<file path="src/dctim_pkg.sv">
// Purpose: constants and carrier types for the dual channel torque inhibit monitor
// Assumes: 50 MHz clock, synchronous active-low reset standing in for power-on
// Notes: times are kept in their printed units, cycle counts derived below
// Notes on behaviour
// - low pulses on either channel shorter than 2ms never assert the inhibit
// - a channel counts as low only after staying low about 6ms; the filter here counts it low after 4ms
// - both filtered channels low: drive tripped, start blocked, status output on
// - both high with brief test pulses: drive stays runnable, no inhibit
// - trip message raised at once on start or run if inhibit or fault
// - unconnected inputs read as low and trip at the first start attempt
// - history entry when inhibit active at start or arrives while running
// - no history entry when inhibit arrives while the drive is stopped
// - channels disagreeing over 3.0s latch a fault, tripped, status off
// - disagreement under 1.6s gives no latched fault, still tripped, status off
// - latched fault clears only at power-up reset, never by inputs
// - both high and no fault: drive enabled to run, status output off
package dctim_pkg;
    localparam int unsigned CLK_HZ          = 50_000_000;
    localparam int unsigned IGNORE_US       = 2000;
    localparam int unsigned REACT_US        = 6000;
    // threshold placed between the ignored width and the typical reaction
    localparam int unsigned FILTER_US       = 4000;
    localparam int unsigned FAULT_MIN_MS    = 1600;
    localparam int unsigned FAULT_MAX_MS    = 3000;
    localparam int unsigned FAULT_MS        = 2300;
    localparam int unsigned FILTER_CYC      = (FILTER_US * (CLK_HZ / 1_000_000));
    localparam int unsigned FAULT_CYC       = (FAULT_MS * (CLK_HZ / 1000));
    localparam int unsigned IGNORE_CYC      = (IGNORE_US * (CLK_HZ / 1_000_000));
    localparam int unsigned REACT_CYC       = (REACT_US * (CLK_HZ / 1_000_000));

    typedef enum logic [1:0] {
        DCTIM_STOPPED = 2'b00,
        DCTIM_RUNNING = 2'b01,
        DCTIM_TRIPPED = 2'b10
    } dctim_drive_e;

    // operator-facing indications
    typedef struct packed {
        logic trip_message;
        logic history_write;
        logic fault_latched;
    } dctim_report_s;
endpackage : dctim_pkg

</file>
<file path="src/dctim_chan_filter.sv">
// Purpose: one channel synchroniser and low-time filter
// Assumes: raw input may be asynchronous to clk
// Notes: output resets low so an unconnected input starts in the inhibit state
`timescale 1ns/1ns
module dctim_chan_filter #(
    parameter int unsigned THRESH = dctim_pkg::FILTER_CYC
) (
    // clock and reset
    input  wire logic clk,
    input  wire logic rst_n,
    // channel
    input  wire logic raw_in,
    output logic      filt_high
);
    import dctim_pkg::*;

    localparam int W = $clog2(THRESH + 1);
    localparam logic [W-1:0] THR = W'(THRESH);

    logic         sync1_ff;
    logic         sync2_ff;
    logic [W-1:0] low_cnt_ff;
    logic         filt_ff;

    wire          low_done = (low_cnt_ff == THR);
    wire  [W-1:0] nxt_low_cnt = sync2_ff ? '0 : (low_done ? low_cnt_ff : low_cnt_ff + W'(1));
    // rises on a high sample, falls only once the low has lasted the threshold
    wire          nxt_filt = sync2_ff ? 1'b1 : (low_done ? 1'b0 : filt_ff);

    always_ff @(posedge clk) begin
        if (!rst_n) begin
            sync1_ff   <= 1'b0;
            sync2_ff   <= 1'b0;
            low_cnt_ff <= '0;
            filt_ff    <= 1'b0;
        end else begin
            sync1_ff   <= raw_in;
            sync2_ff   <= sync1_ff;
            low_cnt_ff <= nxt_low_cnt;
            filt_ff    <= nxt_filt;
        end
    end

    assign filt_high = filt_ff;
endmodule : dctim_chan_filter

</file>
<file path="src/dctim_top.sv">
// Purpose: dual channel torque inhibit monitor for a motor drive
// Assumes: start_req and stop_req are one-cycle requests from run control
// Notes: status output is information only, not a safety guarantee
`timescale 1ns/1ns
module dctim_top #(
    parameter int unsigned FILTER_CYCLES = dctim_pkg::FILTER_CYC,
    parameter int unsigned FAULT_CYCLES  = dctim_pkg::FAULT_CYC
) (
    // clock and reset
    input  wire logic               clk,
    input  wire logic               rst_n,
    // channel inputs
    input  wire logic               channel_a_input,
    input  wire logic               channel_b_input,
    // run control
    input  wire logic               start_req,
    input  wire logic               stop_req,
    input  wire logic               trip_ack,
    output logic                    drive_run,
    output logic                    torque_inhibit,
    // indications
    output logic                    inhibit_status_output,
    output dctim_pkg::dctim_report_s report
);
    import dctim_pkg::*;

    localparam int FW = $clog2(FAULT_CYCLES + 1);
    localparam logic [FW-1:0] FAULT_THR = FW'(FAULT_CYCLES);

    logic         a_high;
    logic         b_high;
    logic [FW-1:0] dis_cnt_ff;
    logic         fault_ff;
    dctim_drive_e state_ff;
    logic         run_ff;
    logic         inh_ff;
    logic         status_ff;
    logic         msg_ff;
    logic         hist_ff;

    // bit 0 is channel a, bit 1 is channel b
    wire  [1:0] chan_raw = {channel_b_input, channel_a_input};
    logic [1:0] chan_high;

    // each channel keeps its own filter so one stuck input cannot mask the other
    genvar gi;
    generate
        for (gi = 0; gi < 2; gi++) begin : g_chan
            dctim_chan_filter #(.THRESH(FILTER_CYCLES)) u_chan (
                .clk       (clk),
                .rst_n     (rst_n),
                .raw_in    (chan_raw[gi]),
                .filt_high (chan_high[gi])
            );
        end
    endgenerate

    assign a_high = chan_high[0];
    assign b_high = chan_high[1];

    // channel agreement decode
    wire both_low   = !a_high && !b_high;
    wire both_high  = a_high && b_high;
    wire disagree   = a_high ^ b_high;
    wire dis_done   = (dis_cnt_ff == FAULT_THR);
    // any inhibit cause: a low channel or the latched fault
    wire inhibit    = !both_high || fault_ff;
    wire start_hit  = start_req && (state_ff == DCTIM_STOPPED);
    wire inh_rise   = inhibit && (state_ff == DCTIM_RUNNING);

    // disagreement timer restarts whenever the channels agree again
    wire [FW-1:0] nxt_dis_cnt = !disagree ? '0 : (dis_done ? dis_cnt_ff : dis_cnt_ff + FW'(1));
    // fault is sticky until reset; only power-up clears it
    wire nxt_fault = fault_ff || (disagree && dis_done);

    dctim_drive_e nxt_state;
    always_comb begin
        nxt_state = state_ff;
        unique case (state_ff)
            DCTIM_STOPPED: begin
                if (start_hit)
                    nxt_state = inhibit ? DCTIM_TRIPPED : DCTIM_RUNNING;
            end
            DCTIM_RUNNING: begin
                if (inhibit)
                    nxt_state = DCTIM_TRIPPED;
                else if (stop_req)
                    nxt_state = DCTIM_STOPPED;
            end
            DCTIM_TRIPPED: begin
                if (trip_ack)
                    nxt_state = DCTIM_STOPPED;
            end
            default: nxt_state = DCTIM_STOPPED;
        endcase
    end

    // history entry only for start-with-inhibit or inhibit while running
    wire nxt_hist   = (start_hit && inhibit) || inh_rise;
    wire nxt_msg    = (nxt_state == DCTIM_TRIPPED);
    // run needs healthy channels; brief test pulses never reach here
    wire nxt_run    = (nxt_state == DCTIM_RUNNING) && both_high && !nxt_fault;
    wire nxt_inh    = inhibit || nxt_fault;
    // status on only for the genuine both-low safe state without fault
    wire nxt_status = both_low && !nxt_fault;

    always_ff @(posedge clk) begin
        if (!rst_n) begin
            dis_cnt_ff <= '0;
            fault_ff   <= 1'b0;
            state_ff   <= DCTIM_STOPPED;
            run_ff     <= 1'b0;
            inh_ff     <= 1'b1;
            status_ff  <= 1'b0;
            msg_ff     <= 1'b0;
            hist_ff    <= 1'b0;
        end else begin
            dis_cnt_ff <= nxt_dis_cnt;
            fault_ff   <= nxt_fault;
            state_ff   <= nxt_state;
            run_ff     <= nxt_run;
            inh_ff     <= nxt_inh;
            status_ff  <= nxt_status;
            msg_ff     <= nxt_msg;
            hist_ff    <= nxt_hist;
        end
    end

    assign drive_run             = run_ff;
    assign torque_inhibit        = inh_ff;
    assign inhibit_status_output = status_ff;
    assign report.trip_message   = msg_ff;
    assign report.history_write  = hist_ff;
    assign report.fault_latched  = fault_ff;
endmodule : dctim_top

</file>
<file path="config.mk">
export PLATFORM = sky130hd
export DESIGN_NAME = dctim_top
export DESIGN_NICKNAME = d
export VERILOG_FILES = /design/src/dctim_pkg.sv /design/src/dctim_chan_filter.sv /design/src/dctim_top.sv
export SDC_FILE = /design/constraint.sdc
export NUM_CORES = 1
export LEC_CHECK = 0
export ABC_AREA = 1
export BUFFER_PORTS_ARGS = -buffer_cell sky130_fd_sc_hd__buf_2
export CORE_ASPECT_RATIO = 1.5
export CORE_MARGIN = 1
export CORE_UTILIZATION = 55
export CTS_BUF_LIST = sky130_fd_sc_hd__clkbuf_2
export DETAILED_ROUTE_END_ITERATION = 16
export PLACE_DENSITY_LB_ADDON = 0.2
export SETUP_SLACK_MARGIN = 0.05
export SLEW_MARGIN = 20
export SYNTH_ARGS = -nofsm -noshare
export SYNTH_HDL_FRONTEND = slang
export SYNTH_HIERARCHICAL = 1
export SYNTH_SLANG_ARGS = --single-unit
</file>
<file path="constraint.sdc">
create_clock -name clk -period 3.8 [get_ports clk]
set_input_delay 0.76 -clock clk [delete_from_list [all_inputs] [get_ports clk]]
set_output_delay 0.76 -clock clk [all_outputs]
set_load 0.01 [all_outputs]
</file>
# After elaboration in Yosys (flattened, before gate mapping)

Cells that the tools add are included.

Flip-flop bits (word level): 77
Bits in writable memories: 0
Memories: 0
Bits of input ports: 7
Bits in latches: 0
Output and inout port bits: 6
Memory bits (read-only): 0

Div/mod/pow operators: 0
Add/sub/neg operators: 3
Muxes and demuxes: 10
$mul: 0
Reductions and logical operators: 23
Equal/unequal tests: 7
Bitwise operators: 2
$lt $le $gt $ge: 0
Shift operators: 0

Operator list:

| operator                                       | count |
|---|---|
| adder 18 x 1 -> 18 bit (second input constant) | 2 |
| == test 18 bit (second input constant)         | 2 |
| adder 27 x 1 -> 27 bit (second input constant) | 1 |
| == test 27 bit (second input constant)         | 1 |
| two-way mux 2 bit                              | 5 |
| logical AND 1 bit                              | 9 |
| one-hot mux 2 bit (3 select lines)             | 1 |
| == test 2 x 1 -> 1 bit (second input constant) | 2 |
| == test 2 bit (second input constant)          | 2 |
| zero test 1 bit                                | 4 |
| logical OR 1 bit                               | 4 |
| two-way mux 1 bit                              | 4 |
| nonzero test 2 bit                             | 2 |
| OR reduction 2 bit                             | 2 |
| zero test 2 bit                                | 1 |
| AND reduction 2 bit                            | 1 |
| NOT 1 bit                                      | 1 |
| XOR 1 bit                                      | 1 |

# Longest topological paths before layout

Depth in word-level cells: 9
Gate-level depth with buffers: 9

# Hierarchy

Netlist, hierarchy kept.

By module, submodules not included:

| module            | area an instance (sq um) | instances | seq. area each (sq um) | cells an instance |
|---|---|---|---|---|
| dctim_chan_filter | 1046.0                   | 2         | 420.4                  | 158 |
| dctim_top         | 1975.6                   | 1         | 700.7                  | 313 |

# Worst setup path after synthesis

Ideal clock, no wire load.

Path kind: input -> register
Start: in rst_n
End: reg g_chan[0].u_chan.low_cnt_ff[4]
Library setup time: 0.070 ns
Arrival: 1.325 ns
Cell stages on the path: 5
Path slack: 2.406 ns
Cell sequence: inv_1 > nor2_1 > buf_2 > o21ai_0 > a21oi_1

Word-level cells in the longest chain between the ends: 2

Ends and longest elaborated chain:

| element                      | RTL line                | text |
|---|---|---|
| from (decl)                  | dctim_top.sv:11         | `input wire logic rst_n,` |
| NOT 1 bit (no line)          | --                      |  |
| OR reduction 2 bit (no line) | --                      |  |
| to (signal assigned)         | dctim_chan_filter.sv:39 | `low_cnt_ff <= nxt_low_cnt;` |
| to (decl)                    | dctim_chan_filter.sv:22 | `logic [W-1:0] low_cnt_ff;` |

No other way between the ends.
A chain may end at the register's enable or synchronous reset.

# Final worst setup path

Start: reg g_chan[0].u_chan.filt_ff
End: reg dis_cnt_ff[8]

Word-level cells in the longest chain between the ends: 2

Ends and longest elaborated chain:

| element                       | RTL line                | text |
|---|---|---|
| from (decl)                   | dctim_chan_filter.sv:23 | `logic filt_ff;` |
| from (signal assigned)        | dctim_chan_filter.sv:40 | `filt_ff <= nxt_filt;` |
| XOR 1 bit                     | dctim_top.sv:64         | `wire disagree = a_high ^ b_high;` |
| AND reduction 2 bit (no line) | --                      |  |
| to (signal assigned)          | dctim_top.sv:118        | `dis_cnt_ff <= nxt_dis_cnt;` |
| to (decl)                     | dctim_top.sv:32         | `logic [FW-1:0] dis_cnt_ff;` |

No other way between the ends.

==> impl_metrics.csv <==
group,metric,value,unit
floorplanning,std_cell_rows,38,
cts,cts.sinks,77,
logic_synthesis,synth_top_cells_by_area,"sky130_fd_sc_hd__dfxtp_1, sky130_fd_sc_hd__nand2_1, sky130_fd_sc_hd__nor2_1",
min_path,hp-class,"flip-flop to flip-flop",
timing,hold_viol_final,0,
logic_synthesis,synth_async_sr_flop_share,0,
logic_synthesis,synth_fp_nets,644,
logic_synthesis,yosys.area.top_type,"sky130_fd_sc_hd__dfxtp_1",
cells_and_area,diodes,0,
setup_path,path_class,"flip-flop to flip-flop",
logic_synthesis,ys.warnings.count,6,
floorplanning,starting_utilization_of_the_core_area,0.5666,
timing,post-route-period-util,0.4947,
setup_path,kind_of_start_point_of_the_critical_path,"flip-flop",
route,viasPerCell,4.980,
cts,tritoncts,"built",
cells_and_area,finalInstanceArea,4282,sq um
cells_and_area,n_fill_cell,701,
logic_synthesis,synth_seq_cells,77,
timing,skew,0.01764,ns
cts,post-cts-setup-buffers,0,
cells_and_area,area_growth_syn_to_layout,5.260,%
grt,grt_max_degree,18,
logic_synthesis,postSynthCellCount,629,
timing,worst-slew-pin-transition,0.8556,ns
route,post_detailed_route_wirelength_per_cell,11.22,um
cells_and_area,final_layout_size_suffix_gt1_frac,0.09414,
floorplanning,die_h,107.3,um
grt,grt_antenna_before_repair,0,
floorplanning,design.portCount,13,
floorplanning,core_area,7179,sq um
setup_path,path_cells,"inv_1 -> ha_1 -> nand2_1 -> inv_1 -> o21ai_0 -> a21oi_1",
run,max-cap-violations,0,
logic_synthesis,synth_flop_cell,"sky130_fd_sc_hd__dfxtp_1",
pwr,post-layout-total-power,1.246,mW
route,drt_wl_total,8391,um
timing,totalNegativeSetupSlack,0,ns
setup_path,critPathMaxStageDelay,0.50,ns
cts,insertion_delay,0.54,ns
setup_path,worst_ep_arrival_time,2.36,ns
placed_design,placed_area,4212,sq um
logic_synthesis,syn_area_per_cell,6.467,sq um
logic_synthesis,synth-seq-area-share,0.3790,
timing,setup-violations-final,0,
timing,fmax,531.9,MHz
timing,worst_slack,1.920,ns
cts,post_cts_resize_count,0,
grt,first_pass_grt_wire_length,14750,um
floorplanning,floorplan.die.width,72.22,um
cts,cts.clk_slew.worst_paths,0.19,ns
setup_path,cp_data_required_time,4.28,ns
logic_synthesis,yosys.cell_types.count,30,
placed_design,port_buffers,12,
pwr,power.ir.vdd_worst,0.2077,mV
pwr,powerDensity,290.9,nW/um^2
cells_and_area,area.sequential,1541,sq um
setup_path,path_delay_family,"buffers and inverters",
timing,final_max_slew_viol_count,0,
setup_path,endpoint_kind,"flip-flop",
placed_design,detailed_place_hpwl,6572,um
cells_and_area,final_cell_mix,"sky130_fd_sc_hd__nand2_1, sky130_fd_sc_hd__nor2_1, sky130_fd_sc_hd__inv_1",
route,drt_first_iter_violations,166,
timing,min_period,1.880,ns
cts,cts_max_path_buffers,2,
setup_path,critPathMaxFanout,17,
cells_and_area,nets,660,
setup_path,slowest_stage,"sky130_fd_sc_hd__inv_1",
cts,clock_tree.root_cell,"sky130_fd_sc_hd__clkbuf_2",
placed_design,place_worst_setup_slack,1.565,ns
cells_and_area,layout.cells.most_common,"sky130_fd_sc_hd__nand2_1",
setup_path,cp_num_buf_inv,2,
logic_synthesis,synth_top_area_frac,0.3790,
cts,numCtsBuffers,9,
grt,first_global_vias,3580,
timing,holdWs,0.4150,ns
route,route.antenna.remaining_nets,0,
cts,htree_num_levels,3,
placed_design,gp_congestion,0.8719,
route,routed_via_count,3725,
pwr,power.static_leakage,1.604,nW
status,outcome,"completed",
grt,total_routing_usage_gr,0.2429,
timing,rsz0062_at_grt,"no",
cts,ctsHoldBuffers,0,
floorplanning,die_area,7750,sq um
setup_path,critical-path-top-cell-by-count,"sky130_fd_sc_hd__inv_1",
route,dr.pass1.iters,4,
logic_synthesis,post_synth_instance_area,4068,sq um
cells_and_area,multi_input_area,2147,sq um
timing,timing.slew.headroom,0.4275,
logic_synthesis,synth-edff-count,0,
grt,grt_remaining_overflow,0,
route,remaining_drc_errors,0,
layer usage:
layer	global-route usage	wire, um
met5	0	0
met4	0.1345	267
met3	0.04026	158
met2	0.4579	4532
met1	0.2457	3432
final timing paths:
| kind | startpoint | to | slack (ns) | depth (start not counted) |
|---|---|---|---|---|
| worst max-delay path | g_chan[0].u_chan/filt_high | dis_cnt_ff[8] | 1.92 | 6 |
| worst min-delay path | g_chan[0].u_chan/sync1_ff | g_chan[0].u_chan/sync2_ff | 0.42 | 2 |
| worst max register to register | g_chan[0].u_chan/filt_high | dis_cnt_ff[8] | 1.92 | 6 |
| worst min register to register | g_chan[0].u_chan/sync1_ff | g_chan[0].u_chan/sync2_ff | 0.42 | 2 |
layout make-up:
class	instances	share of cell area
flip-flops and latches	77	0.3600
clock inverters	3	0.003507
well taps	100	0.02922
clock buffers	11	0.01286
multi-input cells	455	0.5015
repair buffers	12	0.01403
inverters	90	0.07890
report_power, final:
| part | switching [mW] | leakage, nW | internal [mW] |
|---|---|---|---|
| Sequential | 0.00941 | 0.623 | 0.821 |
| Combinational | 0.0452 | 0.923 | 0.0248 |
| Clock | 0.264 | 0.0574 | 0.0815 |
| Total | 0.319 | 1.60 | 0.927 |
tightest hold or removal path, delay by kind of cell, from the launching register on:
| family | cells | cell delay (ns) |
|---|---|---|
| flops | 1 | 0.33 |
| buf+inv | 1 | 0.03 |
| simple gates | 1 | 0.05 |
registers in the layout (all words and copies together), names as in the netlist:
register                  cells
fault_ff                      1
state_ff                      2
hist_ff                       1
torque_inhibit                1
inhibit_status_output         1
g_chan.u_chan/sync2_ff        2
dis_cnt_ff                   27
msg_ff                        1
g_chan.u_chan/sync1_ff        2
g_chan.u_chan/low_cnt_ff     36
g_chan.u_chan/filt_high       2
drive_run                     1
synthesized netlist by cell type (2+ instances only):
master                     count
sky130_fd_sc_hd__o21ai_0      26
sky130_fd_sc_hd__inv_1        88
sky130_fd_sc_hd__xor2_1        4
sky130_fd_sc_hd__nor2_4        5
sky130_fd_sc_hd__a21oi_1      37
sky130_fd_sc_hd__o21bai_1      2
sky130_fd_sc_hd__o21ai_1       3
sky130_fd_sc_hd__ha_1          8
sky130_fd_sc_hd__nand2_1     160
sky130_fd_sc_hd__nand3_2       5
sky130_fd_sc_hd__nand4_1       7
sky130_fd_sc_hd__dfxtp_1      77
sky130_fd_sc_hd__a21oi_2       2
sky130_fd_sc_hd__nor2_2       15
sky130_fd_sc_hd__nand3_1      42
sky130_fd_sc_hd__nand2_2       3
sky130_fd_sc_hd__nor3b_1       2
sky130_fd_sc_hd__nand3_4       2
sky130_fd_sc_hd__buf_4         3
sky130_fd_sc_hd__buf_2         3
sky130_fd_sc_hd__nor3_1        5
sky130_fd_sc_hd__nor2_1      122
kinds of logic after synthesis:
group           count (synthesis)  synth area share
xor+xnor                        5           0.01077
compound gates                 72           0.09412
flops                          77            0.3790
buf+inv                        97           0.09320
simple gates                  370            0.3983
fa+ha+maj                       8           0.02461
metrics by stage:
step,utilization,cells
floorplan,-,629
global placement,0.5866,734
detailed placement,0.5866,734
finish,0.5964,748
CTS,0.5964,748
global route,0.5964,748
Power figures use the tool's default switching activity.
